## src/design/hub_cfg_pkg.sv

```systemverilog
package hub_cfg_pkg;

	localparam int NUM_PORTS     = 2;
	localparam int TT_PER_PORT   = 1;
	localparam int TT_NP_BUFFERS = 4;

	localparam int CLK_HZ          = 40_000_000;
	localparam int OC_STEP_US      = 2000;
	localparam int OC_STEP_CYCLES  = (CLK_HZ / 1_000_000) * OC_STEP_US;
	localparam int RECONNECT_US    = 10;
	localparam int RECONNECT_CYCLES = (CLK_HZ / 1_000_000) * RECONNECT_US;
	localparam int RECONNECT_W     = 9;
	localparam logic [RECONNECT_W-1:0] RECONNECT_LAST = RECONNECT_W'(RECONNECT_CYCLES - 1);

	localparam logic [6:0] SERIAL_SLAVE_ADDR = 7'h2c;

	// Descriptor byte indices
	localparam logic [3:0] DESC_VID_LSB   = 4'h0;
	localparam logic [3:0] DESC_VID_MSB   = 4'h1;
	localparam logic [3:0] DESC_PID_LSB   = 4'h2;
	localparam logic [3:0] DESC_PID_MSB   = 4'h3;
	localparam logic [3:0] DESC_REL_LSB   = 4'h4;
	localparam logic [3:0] DESC_REL_MSB   = 4'h5;
	localparam logic [3:0] DESC_CFG1      = 4'h6;
	localparam logic [3:0] DESC_CFG2      = 4'h7;
	localparam logic [3:0] DESC_FIXED     = 4'h8;
	localparam logic [3:0] DESC_DIS_SELF  = 4'h9;
	localparam logic [3:0] DESC_DIS_BUS   = 4'ha;
	localparam logic [3:0] DESC_MAXP_SELF = 4'hb;
	localparam logic [3:0] DESC_MAXP_BUS  = 4'hc;
	localparam logic [3:0] DESC_HUBC_SELF = 4'hd;
	localparam logic [3:0] DESC_HUBC_BUS  = 4'he;
	localparam logic [3:0] DESC_PON       = 4'hf;
	localparam int         DESC_BYTES     = 16;

	// Field positions inside the option bytes
	localparam int CFG1_SELF_BIT    = 7;
	localparam int CFG1_HS_DIS_BIT  = 5;
	localparam int CFG1_EOP_DIS_BIT = 4;
	localparam int CFG1_COMPOUND_BIT = 3;
	localparam int CFG1_CS_BIT      = 1;
	localparam int CFG2_DYN_BIT     = 7;
	localparam int CFG2_OC_LSB      = 4;
	localparam int OC_W             = 2;

	// Internal defaults; identifier values are arbitrary
	localparam logic [15:0] DEF_VID       = 16'h1234;
	localparam logic [15:0] DEF_PID       = 16'h0002;
	localparam logic [15:0] DEF_REL       = 16'h0100;
	localparam logic [7:0]  DEF_CFG2      = 8'h90;
	localparam logic [7:0]  DEF_MAXP_SELF = 8'h01;
	localparam logic [7:0]  DEF_MAXP_BUS  = 8'h64;
	localparam logic [7:0]  DEF_PON       = 8'h32;

	// Avalon byte addresses
	localparam int          ADDR_W          = 8;
	localparam logic [7:0]  REG_DESC_LAST   = 8'h3c;
	localparam logic [7:0]  REG_CTRL        = 8'h40;
	localparam logic [7:0]  REG_STATUS      = 8'h44;
	localparam int          CTRL_COMMIT_BIT = 0;

	typedef enum logic [1:0]
	{
		SRC_RESERVED = 2'h0,
		SRC_SERIAL   = 2'h1,
		SRC_INTERNAL = 2'h2,
		SRC_EEPROM   = 2'h3
	} cfg_src_type;

	typedef enum logic [2:0]
	{
		ST_STRAP      = 3'b000,
		ST_LOAD       = 3'b001,
		ST_APPLY      = 3'b010,
		ST_ATTACHED   = 3'b011,
		ST_DISCONNECT = 3'b100,
		ST_HALT       = 3'b101
	} state_type;

	typedef struct packed
	{
		logic [15:0]          vendor_id;
		logic [15:0]          product_id;
		logic [15:0]          release_bcd;
		logic                 hs_disable;
		logic                 eop_disable;
		logic                 cs_ganged;
		logic                 compound;
		logic                 dynamic_power;
		logic                 self_cfg;
		logic [NUM_PORTS-1:0] fixed_ports;
		logic [NUM_PORTS-1:0] dis_self;
		logic [NUM_PORTS-1:0] dis_bus;
		logic [OC_W-1:0]      oc_steps;
		logic [7:0]           maxp_self;
		logic [7:0]           maxp_bus;
		logic [7:0]           hubc_self;
		logic [7:0]           hubc_bus;
		logic [7:0]           pon_time;
	} hub_settings_type;

endpackage

```

## src/design/hub_cfg_avmm.sv

```systemverilog
`timescale 1ns/1ps
`default_nettype none
module hub_cfg_avmm
(
	input  wire logic        i_sys_clk,
	input  wire logic        i_rst_b,
	input  wire logic        i_read,
	input  wire logic        i_write,
	input  wire logic [31:0] i_rd_value,
	output logic      [31:0] o_readdata,
	output logic             o_waitrequest,
	output logic             o_wr_fire
);
	import hub_cfg_pkg::*;

	logic ack;
	wire  req = i_read | i_write;

	// One wait cycle gives the read mux a full cycle before data is held
	assign o_waitrequest = req & ~ack;
	assign o_wr_fire     = i_write & ack;

	always_ff @(posedge i_sys_clk or negedge i_rst_b)
	begin
		if (!i_rst_b)
			ack <= 1'b0;
		else
			ack <= req & ~ack;
	end

	always_ff @(posedge i_sys_clk or negedge i_rst_b)
	begin
		if (!i_rst_b)
			o_readdata <= 32'h0000_0000;
		else if (i_read && !ack)
			o_readdata <= i_rd_value;
	end

endmodule
`default_nettype wire

```

## src/design/hub_oc_timer.sv

```systemverilog
`timescale 1ns/1ps
`default_nettype none
module hub_oc_timer
(
	input  wire logic                         i_sys_clk,
	input  wire logic                         i_rst_b,
	input  wire logic                         i_sense_on,
	input  wire logic                         i_over_current,
	input  wire logic                         i_step,
	input  wire logic [hub_cfg_pkg::OC_W-1:0] i_delay_steps,
	output logic                              o_oc_report
);
	import hub_cfg_pkg::*;

	logic [OC_W:0] steps;
	// A zero delay still waits one step so a glitch is never reported
	wire  [OC_W:0] limit   = (i_delay_steps == '0) ? (OC_W+1)'(1) : {1'b0, i_delay_steps};
	wire           reached = (steps >= limit);
	wire           active  = i_sense_on & i_over_current;

	always_ff @(posedge i_sys_clk or negedge i_rst_b)
	begin
		if (!i_rst_b)
			steps <= '0;
		else if (!active)
			steps <= '0;
		else if (i_step && !reached)
			steps <= steps + (OC_W+1)'(1);
	end

	assign o_oc_report = active & reached;
endmodule
`default_nettype wire

```

## src/design/hub_cfg_loader.sv

```systemverilog
// How it works
// - Config source taken from the two select straps just after reset release.
// - 01 serial slave at 0101100, 10 internal defaults, 11 EEPROM, 00 reserved.
// - 16-bit vendor id loaded externally, built-in value under internal defaults.
// - 16-bit product id loaded externally, built-in value under internal defaults.
// - 16-bit BCD release number loaded externally or built-in default.
// - Internal defaults: local power sense picks self or bus powered.
// - High-speed disable forces full-speed only enumeration.
// - End-of-packet setting acts only in full-speed operation.
// - Current sensing ganged or none; internal defaults follow power mode.
// - Strap configuration: any fixed port makes the hub report compound.
// - Internal defaults: fixed port straps mark ports non-removable to the host.
// - Self-powered: self disable mask keeps ports permanently off.
// - Bus-powered: bus disable mask keeps ports permanently off.
// - Dynamic switching: self-powered exactly while local power is present; the old mode is held through the disconnect until reattach.
// - Power source change drops downstream power, ports and upstream attach.
// - Reattach as bus powered without local power, self powered with it.
// - Over-current must persist the configured 2ms steps before report.
// - Self-powered mode reports the self max-power value in 2mA units.
// - Bus-powered mode reports the bus max-power value in 2mA units.
// - One transaction translator per port, four non-periodic buffers each.
//
// Our own choices: the address map and the Avalon-MM register port.
`timescale 1ns/1ps
`default_nettype none
module hub_cfg_loader
#(
	parameter int OC_STEP_CYCLES = hub_cfg_pkg::OC_STEP_CYCLES
)
(
	input  wire logic                                i_sys_clk,
	input  wire logic                                i_rst_b,
	input  wire logic                                i_config_select_high,
	input  wire logic                                i_config_select_low,
	input  wire logic                                i_local_power_sense,
	input  wire logic [hub_cfg_pkg::NUM_PORTS-1:0]   i_fixed_port_straps,
	input  wire logic                                i_over_current,
	input  wire logic                                i_link_full_speed,
	input  wire logic [hub_cfg_pkg::ADDR_W-1:0]      i_avs_address,
	input  wire logic                                i_avs_read,
	input  wire logic                                i_avs_write,
	input  wire logic [31:0]                         i_avs_writedata,
	output logic      [31:0]                         o_avs_readdata,
	output logic                                     o_avs_waitrequest,
	output hub_cfg_pkg::hub_settings_type            o_settings,
	output hub_cfg_pkg::cfg_src_type                 o_cfg_source,
	output logic                                     o_serial_slave_en,
	output logic      [6:0]                          o_serial_slave_addr,
	output logic                                     o_eeprom_load_en,
	output logic                                     o_self_powered,
	output logic                                     o_hs_enable,
	output logic                                     o_fs_eop_enable,
	output logic      [7:0]                          o_max_power,
	output logic      [7:0]                          o_hub_current,
	output logic                                     o_upstream_attach,
	output logic      [hub_cfg_pkg::NUM_PORTS-1:0]   o_port_power,
	output logic      [hub_cfg_pkg::NUM_PORTS-1:0]   o_port_enable,
	output logic      [hub_cfg_pkg::NUM_PORTS-1:0]   o_tt_enable,
	output logic                                     o_oc_report
);
	import hub_cfg_pkg::*;

	localparam int STEP_W = $clog2(OC_STEP_CYCLES);

	state_type            state;
	state_type            next_state;
	cfg_src_type          src;
	hub_settings_type     settings;
	logic                 self_powered;
	logic                 attach;
	logic [RECONNECT_W-1:0] recon_cnt;
	logic [STEP_W-1:0]    step_cnt;
	logic [7:0]           desc [DESC_BYTES];
	logic                 wr_fire;
	logic [31:0]          rd_value;

	// Bus decode
	wire       addr_desc   = (i_avs_address <= REG_DESC_LAST) && (i_avs_address[1:0] == 2'h0);
	wire       addr_ctrl   = (i_avs_address == REG_CTRL);
	wire       addr_status = (i_avs_address == REG_STATUS);
	wire [3:0] desc_idx    = i_avs_address[5:2];
	// Descriptor writes only land while an external source is loading
	wire       desc_wr     = wr_fire && addr_desc && (state == ST_LOAD);
	wire       commit      = wr_fire && addr_ctrl && i_avs_writedata[CTRL_COMMIT_BIT] && (state == ST_LOAD);
	wire       power_change = (state == ST_ATTACHED) && settings.dynamic_power
	                          && (i_local_power_sense != self_powered);
	wire       recon_done  = (recon_cnt == RECONNECT_LAST);
	wire       step_pulse  = (step_cnt == STEP_W'(OC_STEP_CYCLES - 1));

	assign rd_value = addr_desc   ? {24'h00_0000, desc[desc_idx]} :
	                  addr_status ? {24'h00_0000, 1'b0, state, src, self_powered, attach} :
	                                32'h0000_0000;

	hub_cfg_avmm u_avmm
	(
		.i_sys_clk     (i_sys_clk),
		.i_rst_b       (i_rst_b),
		.i_read        (i_avs_read),
		.i_write       (i_avs_write),
		.i_rd_value    (rd_value),
		.o_readdata    (o_avs_readdata),
		.o_waitrequest (o_avs_waitrequest),
		.o_wr_fire     (wr_fire)
	);

	// Descriptor image, one byte per entry
	genvar g;
	generate
		for (g = 0; g < DESC_BYTES; g++)
		begin : g_desc
			always_ff @(posedge i_sys_clk or negedge i_rst_b)
			begin
				if (!i_rst_b)
					desc[g] <= 8'h00;
				else if (desc_wr && desc_idx == 4'(g))
					desc[g] <= i_avs_writedata[7:0];
			end
		end
	endgenerate

	// Settings taken from the downloaded image
	hub_settings_type loaded_settings;
	assign loaded_settings.vendor_id     = {desc[DESC_VID_MSB], desc[DESC_VID_LSB]};
	assign loaded_settings.product_id    = {desc[DESC_PID_MSB], desc[DESC_PID_LSB]};
	assign loaded_settings.release_bcd   = {desc[DESC_REL_MSB], desc[DESC_REL_LSB]};
	assign loaded_settings.hs_disable    = desc[DESC_CFG1][CFG1_HS_DIS_BIT];
	assign loaded_settings.eop_disable   = desc[DESC_CFG1][CFG1_EOP_DIS_BIT];
	assign loaded_settings.cs_ganged     = desc[DESC_CFG1][CFG1_CS_BIT];
	assign loaded_settings.compound      = desc[DESC_CFG1][CFG1_COMPOUND_BIT];
	assign loaded_settings.self_cfg      = desc[DESC_CFG1][CFG1_SELF_BIT];
	assign loaded_settings.dynamic_power = desc[DESC_CFG2][CFG2_DYN_BIT];
	assign loaded_settings.oc_steps      = desc[DESC_CFG2][CFG2_OC_LSB +: OC_W];
	assign loaded_settings.fixed_ports   = desc[DESC_FIXED][NUM_PORTS:1];
	assign loaded_settings.dis_self      = desc[DESC_DIS_SELF][NUM_PORTS:1];
	assign loaded_settings.dis_bus       = desc[DESC_DIS_BUS][NUM_PORTS:1];
	assign loaded_settings.maxp_self     = desc[DESC_MAXP_SELF];
	assign loaded_settings.maxp_bus      = desc[DESC_MAXP_BUS];
	assign loaded_settings.hubc_self     = desc[DESC_HUBC_SELF];
	assign loaded_settings.hubc_bus      = desc[DESC_HUBC_BUS];
	assign loaded_settings.pon_time      = desc[DESC_PON];

	// Built-in settings with strap inputs
	hub_settings_type default_settings;
	assign default_settings.vendor_id     = DEF_VID;
	assign default_settings.product_id    = DEF_PID;
	assign default_settings.release_bcd   = DEF_REL;
	assign default_settings.hs_disable    = 1'b0;
	assign default_settings.eop_disable   = 1'b0;
	assign default_settings.cs_ganged     = i_local_power_sense;
	assign default_settings.compound      = |i_fixed_port_straps;
	assign default_settings.self_cfg      = i_local_power_sense;
	assign default_settings.dynamic_power = DEF_CFG2[CFG2_DYN_BIT];
	assign default_settings.oc_steps      = DEF_CFG2[CFG2_OC_LSB +: OC_W];
	assign default_settings.fixed_ports   = i_fixed_port_straps;
	assign default_settings.dis_self      = '0;
	assign default_settings.dis_bus       = '0;
	assign default_settings.maxp_self     = DEF_MAXP_SELF;
	assign default_settings.maxp_bus      = DEF_MAXP_BUS;
	assign default_settings.hubc_self     = DEF_MAXP_SELF;
	assign default_settings.hubc_bus      = DEF_MAXP_BUS;
	assign default_settings.pon_time      = DEF_PON;

	wire hub_settings_type apply_settings = (src == SRC_INTERNAL) ? default_settings : loaded_settings;
	// With dynamic switching the sense pin wins over the configured mode
	wire apply_self = apply_settings.dynamic_power ? i_local_power_sense : apply_settings.self_cfg;

	always_comb
	begin
		next_state = state;
		case (state)
			ST_STRAP:
			begin
				if ({i_config_select_high, i_config_select_low} == SRC_RESERVED)
					next_state = ST_HALT;
				else if ({i_config_select_high, i_config_select_low} == SRC_INTERNAL)
					next_state = ST_APPLY;
				else
					next_state = ST_LOAD;
			end
			ST_LOAD:
			begin
				if (commit)
					next_state = ST_APPLY;
			end
			ST_APPLY:      next_state = ST_ATTACHED;
			ST_ATTACHED:
			begin
				if (power_change)
					next_state = ST_DISCONNECT;
			end
			ST_DISCONNECT:
			begin
				if (recon_done)
					next_state = ST_ATTACHED;
			end
			ST_HALT:       next_state = ST_HALT;
			default:       next_state = ST_HALT;
		endcase
	end

	always_ff @(posedge i_sys_clk or negedge i_rst_b)
	begin
		if (!i_rst_b)
			state <= ST_STRAP;
		else
			state <= next_state;
	end

	always_ff @(posedge i_sys_clk or negedge i_rst_b)
	begin
		if (!i_rst_b)
			src <= SRC_RESERVED;
		else if (state == ST_STRAP)
			src <= cfg_src_type'({i_config_select_high, i_config_select_low});
	end

	always_ff @(posedge i_sys_clk or negedge i_rst_b)
	begin
		if (!i_rst_b)
			settings <= '0;
		else if (state == ST_APPLY)
			settings <= apply_settings;
	end

	always_ff @(posedge i_sys_clk or negedge i_rst_b)
	begin
		if (!i_rst_b)
			self_powered <= 1'b0;
		else if (state == ST_APPLY)
			self_powered <= apply_self;
		else if (state == ST_DISCONNECT && recon_done)
			self_powered <= i_local_power_sense;
	end

	always_ff @(posedge i_sys_clk or negedge i_rst_b)
	begin
		if (!i_rst_b)
			attach <= 1'b0;
		else
			attach <= (next_state == ST_ATTACHED) && !power_change;
	end

	// Hold time while detached so the host sees a clean disconnect
	always_ff @(posedge i_sys_clk or negedge i_rst_b)
	begin
		if (!i_rst_b)
			recon_cnt <= '0;
		else if (state != ST_DISCONNECT)
			recon_cnt <= '0;
		else if (!recon_done)
			recon_cnt <= recon_cnt + RECONNECT_W'(1);
	end

	// 2ms step enable, restarted at over-current onset so every counted step is a full one
	always_ff @(posedge i_sys_clk or negedge i_rst_b)
	begin
		if (!i_rst_b)
			step_cnt <= '0;
		else if (step_pulse || !(settings.cs_ganged && attach && i_over_current))
			step_cnt <= '0;
		else
			step_cnt <= step_cnt + STEP_W'(1);
	end

	hub_oc_timer u_oc
	(
		.i_sys_clk      (i_sys_clk),
		.i_rst_b        (i_rst_b),
		.i_sense_on     (settings.cs_ganged & attach),
		.i_over_current (i_over_current),
		.i_step         (step_pulse),
		.i_delay_steps  (settings.oc_steps),
		.o_oc_report    (o_oc_report)
	);

	wire [NUM_PORTS-1:0] port_disabled = self_powered ? settings.dis_self : settings.dis_bus;
	wire                 fs_operation  = settings.hs_disable | i_link_full_speed;

	// Each port owns its own translator; four non-periodic buffers per translator
	generate
		for (g = 0; g < NUM_PORTS; g++)
		begin : g_port
			assign o_port_enable[g] = attach & ~port_disabled[g];
			assign o_port_power[g]  = attach & ~port_disabled[g];
			assign o_tt_enable[g]   = o_port_enable[g] & ~fs_operation;
		end
	endgenerate

	assign o_settings          = settings;
	assign o_cfg_source        = src;
	assign o_serial_slave_en   = (src == SRC_SERIAL) && (state == ST_LOAD);
	assign o_serial_slave_addr = SERIAL_SLAVE_ADDR;
	assign o_eeprom_load_en    = (src == SRC_EEPROM) && (state == ST_LOAD);
	assign o_self_powered      = self_powered;
	assign o_hs_enable         = ~settings.hs_disable & attach;
	assign o_fs_eop_enable     = fs_operation & ~settings.eop_disable & attach;
	assign o_max_power         = self_powered ? settings.maxp_self : settings.maxp_bus;
	assign o_hub_current       = self_powered ? settings.hubc_self : settings.hubc_bus;
	assign o_upstream_attach   = attach;
endmodule
`default_nettype wire

```

## config.mk

```make
export PLATFORM = sky130hd
export DESIGN_NAME = hub_cfg_loader
export DESIGN_NICKNAME = d
export VERILOG_FILES = /design/src/design/hub_cfg_pkg.sv /design/src/design/hub_cfg_avmm.sv /design/src/design/hub_oc_timer.sv /design/src/design/hub_cfg_loader.sv
export SDC_FILE = /design/constraint.sdc
export NUM_CORES = 1
export LEC_CHECK = 0
export ABC_AREA = 1
export BUFFER_PORTS_ARGS = -buffer_cell sky130_fd_sc_hd__buf_2
export CAP_MARGIN = 20
export CORE_UTILIZATION = 45
export DETAILED_ROUTE_END_ITERATION = 16
export PLACE_DENSITY = 0.66
export SLEW_MARGIN = 20
export SYNTH_ARGS = -nofsm -noshare
export SYNTH_HDL_FRONTEND = slang
export SYNTH_HIERARCHICAL = 1
export SYNTH_SLANG_ARGS = --single-unit
```

## constraint.sdc

```tcl
create_clock -name i_sys_clk -period 3.9 [get_ports i_sys_clk]
set_input_delay 0.975 -clock i_sys_clk [delete_from_list [all_inputs] [get_ports i_sys_clk]]
set_output_delay 0.975 -clock i_sys_clk [all_outputs]
set_load 0.01 [all_outputs]
```

### After elaboration in Yosys (flattened, before gate mapping)

Index checks and enable logic that the tools add are counted.

* add/subtract/negate cells: 3
* multiply operators: 0
* divide/modulo/power cells: 0
* order comparisons: 3
* equality and inequality tests: 32
* shift-type cells: 0
* multiplexer cells: 24
* bitwise gates (word level): 21
* reductions and logical operators: 44

Operator list (number)
* 102-bit two-way mux: 1
* 8-bit two-way mux: 5
* 8-bit binary-select mux with 4-bit select: 1
* 4-bit == test (second input constant): 8
* 1-bit logical AND: 32
* 3-bit two-way mux: 6
* 9-bit two-way mux: 2
* 17-bit by 1-bit adder with 17-bit output (second input constant): 1
* 17-bit == test (second input constant): 1
* 17-bit two-way mux: 1
* 4-bit by 3-bit == test with 1-bit output (second input constant): 4
* 8-bit by 7-bit == test with 1-bit output (second input constant): 2
* 3-bit one-hot mux with 5 select lines: 1
* 1-bit AND: 12
* 9-bit by 1-bit adder with 9-bit output (second input constant): 1
* 3-bit by 2-bit == test with 1-bit output (second input constant): 3
* 9-bit == test (second input constant): 1
* 4-bit by 2-bit == test with 1-bit output (second input constant): 2
* 8-bit by 6-bit less-or-equal comparator with 1-bit output (second input constant): 1
* 7-bit two-way mux: 1
* 2-bit == test (second input constant): 3
* 2-bit zero test: 3
* 2-bit two-way mux: 3
* 1-bit inverter: 6
* 20 further kinds: 26

* flip-flop bits (word level): 299
* latch bits: 0
* RAM bits: 0
* bits in read-only memories: 0
* bits of input ports: 51
* word-level logic and storage cells: 170
* memories: 0

### Depth between registers and ports, before layout

Gate-level depths: netlist (run 1).

* word-level depth: 8
* gate-level depth with buffers: 14
* depth with buffers taken out: 11

### Modules after synthesis

The synthesis (run 1) kept the hierarchy.

By module, submodules not included
* hub_cfg_loader: times used 1, cells each 1445, area each 12156.7 sq um, sequential area each 6581.3 sq um
* hub_cfg_avmm: times used 1, cells each 145, area each 1452.6 sq um, sequential area each 825.8 sq um
* hub_oc_timer: times used 1, cells each 32, area each 239.0 sq um, sequential area each 75.1 sq um

### Worst setup path before layout (run 1)

No wires, ideal clock.

* kind: input to output
* start: input i_link_full_speed
* end: output o_tt_enable[1] (netlist name)
* data arrival time: 1.557 ns
* path slack: 1.368 ns
* cell stages on the path: 3
* cells stage by stage: nor2_1 > inv_1 > nor4_1

* word-level cells in the longest chain between the ends: 3

Ends and longest elaborated chain
* start: declaration: RTL line hub_cfg_loader.sv:38 `input wire logic i_link_full_speed,`
* 1-bit OR: RTL line hub_cfg_loader.sv:277 `wire fs_operation = settings.hs_disable | i_link_full_speed;`
* 1-bit inverter: RTL line hub_cfg_loader.sv:285 `assign o_tt_enable[g] = o_port_enable[g] & ~fs_operation;`
* 1-bit AND: RTL line hub_cfg_loader.sv:285
* end: declaration: RTL line hub_cfg_loader.sv:58 `output logic [hub_cfg_pkg::NUM_PORTS-1:0] o_tt_enable,`

Every way passes these cells.

### Final worst setup path (run 1)

* start: register self_powered (netlist: o_self_powered)
* end: output o_tt_enable[0] (netlist name)

* word-level cells in the longest chain between the ends: 4

Ends and longest elaborated chain
* start: declaration: RTL line hub_cfg_loader.sv:69 `logic self_powered;`
* start signal: assignment: RTL line hub_cfg_loader.sv:230 `self_powered <= apply_self;`
* start signal: assignment: RTL line hub_cfg_loader.sv:232 `self_powered <= i_local_power_sense;`
* 2-bit two-way mux: RTL line hub_cfg_loader.sv:276 `wire [NUM_PORTS-1:0] port_disabled = self_powered ? settings.dis_self : settings.dis_bus;`
* 1-bit inverter: RTL line hub_cfg_loader.sv:283 `assign o_port_enable[g] = attach & ~port_disabled[g];`
* 1-bit AND: RTL line hub_cfg_loader.sv:283
* 1-bit AND: RTL line hub_cfg_loader.sv:285

Every way passes these cells.

==> results of run 1 <==
-- critical path, cell delays in order (launching register included) --
cell	delay, ns
dfrtp_1	0.47
buf_4	0.35
nor2_1	0.11
nor4_1	0.44
buf_2	0.23
-- state kept, by name, summed over array words and instances (netlist names) --
register	flops
desc	128
u_avmm/ack	1
recon_cnt	9
o_cfg_source	2
state	3
o_self_powered	1
o_upstream_attach	1
step_cnt	17
o_settings	102
u_oc/steps	3
u_avmm/o_readdata	32
-- cell usage after synthesis, types with 5 or more instances --
cell type / n
nor2_1: 115
buf_6: 14
o21ai_2: 8
nand2_2: 41
o21ai_1: 126
buf_2: 27
o22a_1: 8
nand4_1: 6
ha_1: 5
dfrtp_1: 299
o22ai_1: 6
nor3_1: 14
nor2_4: 5
nand3_1: 63
o21ai_0: 60
nand2_1: 542
buf_4: 17
inv_1: 124
a22o_1: 43
a2bb2oi_1: 6
a21oi_1: 14
xor2_1: 5
clkbuf_1: 28
-- report_power, final --
group          leakage [nW]  switching [W]  internal, W
sequential             4.10      0.0000409      0.00316
combinational          3.64       0.000292     0.000112
clock                 0.564        0.00129      0.00190
total                  8.30        0.00162      0.00518
-- layout make-up --
cell class | count | area (um2) | share of cell area, %
repair buffers | 207 | 1110 | 6.88
clock buffers | 52 | 1070 | 6.66
diodes | 1 | 2.50 | 0.0155
clock inverters | 10 | 60.1 | 0.373
well taps | 390 | 488 | 3.03
multi-input cells | 1131 | 5400 | 33.5
inverters | 130 | 492 | 3.05
flip-flops and latches | 299 | 7480 | 46.5
-- metal layers --
layer	up-vias	GRT usage, %
li1	5536	-
met1	5594	34.0
met2	319	38.4
met3	55	3.98
met4	2	5.88
met5	-	0
-- placed cells by master (no fill, tap or decap), types with 3 or more instances in the layout --
cell and n:
buf_2 191, nand2_2 41, clkbuf_8 9, nor2_4 6
nand3_4 4, a22oi_1 3, a21oi_1 14, buf_4 13
o21ai_2 8, nand2_1 542, clkinv_2 8, conb_1 31
clkbuf_1 6, ha_1 5, nand2_4 3, o22a_1 8
inv_1 124, nor2_1 114, o22ai_1 6, o211ai_1 3
o21ai_0 60, nand4_1 6, nand3_1 63, xnor2_1 3
clkbuf_16 37, o21ai_1 126, a22o_1 43, xor2_1 5
nand3_2 3, dfrtp_1 299, a2bb2oi_1 6, inv_2 4
nor3_1 14
-- stage by stage --
step,std cells,setup WS (ns),utilization [%]
2_1_floorplan,1651,1.37,-
3_3_place_gp,2157,0.790,50.0
3_5_place_dp,2157,0.781,50.0
4_1_cts,2219,0.817,53.8
5_1_grt,2219,0.738,53.8
6_report,2220,0.828,53.8
-- worst max path at each step --
| stage | from | slack, ns | depth (start not counted) | end |
|---|---|---|---|---|
| after global placement | i_avs_address[3] | 0.79 | 12 | u_avmm/o_readdata[6] |
| after detailed placement | i_avs_address[3] | 0.78 | 12 | u_avmm/o_readdata[6] |
| after floorplan | i_link_full_speed | 1.37 | 3 | o_tt_enable[1] |
| after global routing | o_self_powered | 0.74 | 4 | o_tt_enable[0] |
| final | o_self_powered | 0.83 | 4 | o_tt_enable[0] |
| after CTS | o_self_powered | 0.82 | 4 | o_tt_enable[0] |
-- logic make-up after synthesis --
kind of cell,Yosys count,share of synthesized area [%]
xor gates and xnor gates,8,0.506
and+or+nand+nor,806,25.0
DFF,299,54.0
buffers and inverters,221,7.83
other,2,0.0542
adders and majority gates,5,0.452
AOI/OAI and AO/OA,281,12.1
==> Flow_metrics.wiki, run 1 <==
{| class="wikitable"
! Metric !! Value
|-
| Violation count after the first detailed-route iteration || 1027
|-
| Routed len/inst || 17.1 um
|-
| Remaining routing DRC violations || 0
|-
| Part of the cycle the worst path needs || 78.8%
|-
| Capturing element type of the critical path || primary output
|-
| Total count of max-transition violations in the final report || 0
|-
| First-pass DRT Iterations || 5
|-
| Number of clock sinks || 299
|-
| Clock-pin slew of the registers on the worst-case setup and hold paths || 0.05 ns
|-
| DR vias/cell || 5.18
|-
| DIE AREA || 0.0315 mm2
|-
| Number of synthesized flops with an enable pin || 0
|-
| Category of the critical setup timing path || register to primary output
|-
| Post-Route Skew || 0.0176 ns
|-
| Num ports || 224
|-
| Cell area after synthesis || 0.0138 mm2
|-
| # setup viols final || 0
|-
| Most frequently used flop master after synthesis || dfrtp_1
|-
| Share of final-layout standard cells stronger than drive strength 1 || 18.7%
|-
| Number of buffers created by CTS || 35
|-
| Post-placement cell area || 0.0150 mm2
|-
| Source-to-sink clock delay at the later pin of the worst-skew pair || 0.52 ns
|-
| Cts hold-fix bufs || 0
|-
| Unrepaired setup endpoints after global routing || no
|-
| Arrival time worst endpoint || 2.10 ns
|-
| Depth of the CTS H-tree || 2
|-
| Total grt overflow || 0
|-
| Static leakage power || 8.30 nW
|-
| Slew at the pin with the worst max-slew slack || 1.01 ns
|-
| Data required time at the worst endpoint || 2.92 ns
|-
| Run status || finished clean
|-
| Total number of placement rows || 63
|-
| Hpwl dp || 25900 um
|-
| Tmin final || 3.07 ns
|-
| Vias in the first global route || 10.6k
|-
| Final wirelength || 37900 um
|-
| Final hold slack || 0.405 ns
|-
| Initial antenna violation count || 2
|-
| R2R cell count || 5
|-
| Setup TNS Final || 0 ns
|-
| Cells taking the most area after synthesis || dfrtp_1 (54%), nand2_1 (15%), o21ai_1 (4.6%), inv_1 (3.4%), nor2_1 (3.1%)
|-
| GPL Wtd Cong || 0.898
|-
| Number of nets with antenna violations after detailed routing || 0
|-
| Sequential share of the synthesized area || 54.0%
|-
| Maximum number of pins on one net before global-route repair || 100
|-
| Effective utilization at floorplan || 46.2%
|-
| Post-CTS setup-driven buffer insertion count || 0
|-
| Worst slew margin || 32.7%
|-
| CTS Root Cell || clkbuf_16
|-
| Asr flop ratio synth || 100%
|-
| Hold violation count in the final report || 0
|-
| Maximum operating frequency || 0.326 GHz
|-
| Power density of the placed cells || 422 mW/mm2
|-
| Maximum ir drop on the vdd rail || 0.000244 V
|-
| Area growth from synthesis to final layout || 16.3%
|-
| CTS tree || built
|-
| Detailed-route wire length on metal 1 || 17300 um
|-
| R2R setup slack || 1.47 ns
|-
| CP Max Fanout || 36
|-
| Average cell area after synthesis || 8.54 um2
|-
| Top sig layer || met5
|-
| Synthesized instance count || 1622
|-
| Reg-to-reg endpoint || o_settings[32]
|-
| Post-CTS Resized || 0
|-
| Yosys reg bits || 299
|-
| Global-route usage over all layers || 24.0%
|-
| Length of routed met2 wiring || 17600 um
|-
| Length of routed met3 wiring || 2280 um
|-
| Height of the die || 177 um
|-
| Number of distinct library cells after synthesis || 45
|-
| Final standard cell area without fillers || 0.0161 mm2
|-
| Global-route wire length before repair || 58700 um
|-
| Max Cap Violations || 0
|-
| IO Port Bufs || 192
|-
| Post-route total power || 0.00680 W
|-
| Source of the worst register-to-register timing path || state[2]
|-
| Warning count from the yosys run || 6
|-
| NumNets Final || 1860
|-
| Yosys top cell area share || 54.0%
|-
| Largest area contributor in the netlist || dfrtp_1
|-
| Maximum count of clock buffers along a single path || 3
|-
| Worst min-delay path class || input pin to asynchronous set/reset pin
|-
| Area of the placeable core || 0.0300 mm2
|-
| Total number of vias || 11.5k
|-
| Type of element launching the critical path || register
|-
| Die Width || 177 um
|-
| Fill cell count || 2822
|}
Power figures use the tool's default switching activity.
==> inputs of run 2 (changes only) <==
clock period = 3.2 ns   (was 3.9 ns; I/O delays follow)
==> run 2 against run 1 <==
  * Design area is 0.17% higher
  * Total power is 22% higher
  * First-iteration DRC count is 2.9% lower
  * Non-clock buffer count is 6 higher
  * Sequential power is 22% higher
==> Flow_metrics.wiki, run 2 (same netlist as run 1, synthesis figures left out) <==
{| class="wikitable"
! Metric !! Value
|-
| Run status || finished clean
|-
| DR vias/cell || 5.15 (-0.55%)
|-
| Num ports || 224 (unchanged)
|-
| Depth of the CTS H-tree || 2 (unchanged)
|-
| Part of the cycle the worst path needs || 87.2%
|-
| Category of the critical setup timing path || register to primary output
|-
| CTS Root Cell || clkbuf_16
|-
| First-pass DRT Iterations || 6 (+1)
|-
| Post-CTS setup-driven buffer insertion count || 0 (unchanged)
|-
| CTS tree || built
|-
| Die Width || 177 um (unchanged)
|-
| Setup TNS Final || 0 ns (unchanged)
|-
| # setup viols final || 0 (unchanged)
|-
| Crit. Startpoint || o_settings[53]
|-
| Capture point of the critical path || o_tt_enable[1]
|-
| Area of the placeable core || 0.0300 mm2 (unchanged)
|-
| Slew at the pin with the worst max-slew slack || 0.843 ns (-0.162 ns)
|-
| Source of the worst register-to-register timing path || state[2]
|-
| DIE AREA || 0.0315 mm2 (unchanged)
|-
| Maximum number of pins on one net before global-route repair || 81 (-19%)
|-
| Initial antenna violation count || 1 (-1)
|-
| Busiest layer in global routing || met2
|-
| CP Max Fanout || 4 (-89%)
|-
| Post-layout utilization of the core || 53.9% (+0.092 points)
|-
| NumNets Final || 1865 (+0.27%)
|-
| Height of the die || 177 um (unchanged)
|-
| Number of buffers created by CTS || 34 (-2.9%)
|-
| Global-route wire length before repair || 59300 um (+1.0%)
|-
| Final wirelength || 37700 um (-0.32%)
|-
| R2R cell count || 6 (+1)
|-
| Number of flip-flops under the largest register name || 128 (unchanged)
|-
| Worst min-delay path class || input pin to asynchronous set/reset pin
|-
| Capturing element type of the critical path || primary output
|-
| Tmin final || 2.79 ns
|-
| Maximum operating frequency || 0.358 GHz
|-
| Reg-to-reg endpoint || o_settings[31]
|-
| R2R setup slack || 1.15 ns (-0.32 ns)
|-
| Number of nets with antenna violations after detailed routing || 0 (unchanged)
|-
| Max Cap Violations || 0 (unchanged)
|-
| Unrepaired setup endpoints after global routing || no
|-
| Post-Route Skew || 0.0137 ns (-0.00384 ns)
|-
| Number of clock sinks || 299 (unchanged)
|-
| Total number of vias || 11.5k (-0.46%)
|-
| Power density of the placed cells || 515 mW/mm2 (+22%)
|-
| GPL Wtd Cong || 0.896 (-0.17%)
|-
| Maximum ir drop on the vdd rail || 0.000289 V (+19%)
|-
| Largest register by flop count || desc
|-
| Hpwl dp || 26200 um (+1.1%)
|-
| Routed len/inst || 17.0 um (-0.41%)
|-
| Share of final-layout standard cells stronger than drive strength 1 || 18.6% (-0.075 points)
|-
| Remaining routing DRC violations || 0 (unchanged)
|-
| Total count of max-transition violations in the final report || 0 (unchanged)
|-
| Maximum count of clock buffers along a single path || 3 (unchanged)
|-
| Fill cell count || 2789 (-1.2%)
|-
| Post-CTS Resized || 0 (unchanged)
|-
| Area growth from synthesis to final layout || 16.5%
|-
| Post-route total power || 0.00831 W (+22%)
|-
| Worst slew margin || 43.7% (+11 points)
|-
| Effective utilization at floorplan || 46.2% (unchanged)
|-
| Met3 demand-to-capacity share in global routing || 4.20% (+0.21 points)
|-
| Global-route usage over all layers || 24.2% (+0.17 points)
|-
| Type of element launching the critical path || register
|-
| Leading cell type in the layout, fill and taps excluded || nand2_1
|-
| Total grt overflow || 0 (unchanged)
|-
| Vias in the first global route || 10.9k (+2.8%)
|-
| IO Port Bufs || 192 (unchanged)
|-
| Data required time at the worst endpoint || 2.40 ns (-0.52 ns)
|-
| Static leakage power || 8.31 nW (+0.14%)
|-
| Met2 usage in global routing || 38.9% (+0.49 points)
|-
| Cts hold-fix bufs || 0 (unchanged)
|-
| Highest-count cells in the layout ignoring fill and taps || nand2_1 (542), dfrtp_1 (299), buf_2 (191)
|-
| Grt met1 use || 34.1% (+0.038 points)
|-
| Source-to-sink clock delay at the later pin of the worst-skew pair || 0.51 ns (about the same)
|-
| Violation count after the first detailed-route iteration || 997 (-2.9%)
|-
| Total number of placement rows || 63 (unchanged)
|-
| Arrival time worst endpoint || 1.99 ns (-0.11 ns)
|-
| Clock-pin slew of the registers on the worst-case setup and hold paths || 0.06 ns (about the same)
|-
| Hold violation count in the final report || 0 (unchanged)
|}
run 2: per-stage QoR:
| stage | std cells | worst slack (ns) | hold WS, ns | area [um2] |
|---|---|---|---|---|
| 3_3_place_gp | 2163 | 0.469 | 0.448 | 15000 |
| 2_1_floorplan | 1651 | 1.02 | 0.432 | 14000 |
| 5_1_grt | 2221 | 0.311 | 0.307 | 16100 |
| 3_5_place_dp | 2163 | 0.502 | 0.454 | 15000 |
| 4_1_cts | 2221 | 0.389 | 0.298 | 16100 |
| 6_report | 2222 | 0.409 | 0.261 | 16100 |
run 2: worst min path at each step:
stage               slack [ns]                    end                   from  cells after the start
detailed placement        0.45  u_avmm/o_readdata[30]  u_avmm/o_readdata[30]                      2
CTS                       0.30               desc[13]                i_rst_b                      1
global route              0.31         o_settings[12]                i_rst_b                      1
floorplan                 0.43            step_cnt[0]            step_cnt[0]                      1
global placement          0.45  u_avmm/o_readdata[30]  u_avmm/o_readdata[30]                      2
finish                    0.26         o_settings[12]                i_rst_b                      1
run 2: final cells by class:
type / count / area, um2 / share of cell area (%)
Clock buffer: 48 / 987 / 6.12
Timing Repair Buffer: 213 / 1150 / 7.15
Clock inverter: 10 / 128 / 0.791
Antenna cell: 1 / 2.50 / 0.0155
Sequential cell: 299 / 7480 / 46.4
Inverter: 130 / 492 / 3.05
Tap cell: 390 / 488 / 3.03
Multi-Input combinational cell: 1131 / 5400 / 33.5
run 2: worst max-delay path, cell delays in order, from the launching register on:
cell	delay, ns
dfrtp_1	0.44
nor2_1	0.29
inv_1	0.10
nor4_1	0.43
buf_2	0.23
run 2: routing by layer:
layer | up-vias | wire [um] | share of wire, %
met5 | - | 0 | 0
met4 | 0 | 652 | 1.7
met3 | 49 | 2140 | 5.7
met2 | 336 | 17600 | 47
met1 | 5533 | 17300 | 46
li1 | 5535 | - | -
run 2: report_power, final:
part / leakage (nW) / switching (W) / internal (W)
combinational: 3.67 / 0.000360 / 0.000140
sequential: 4.10 / 0.0000492 / 0.00386
clock: 0.547 / 0.00151 / 0.00239
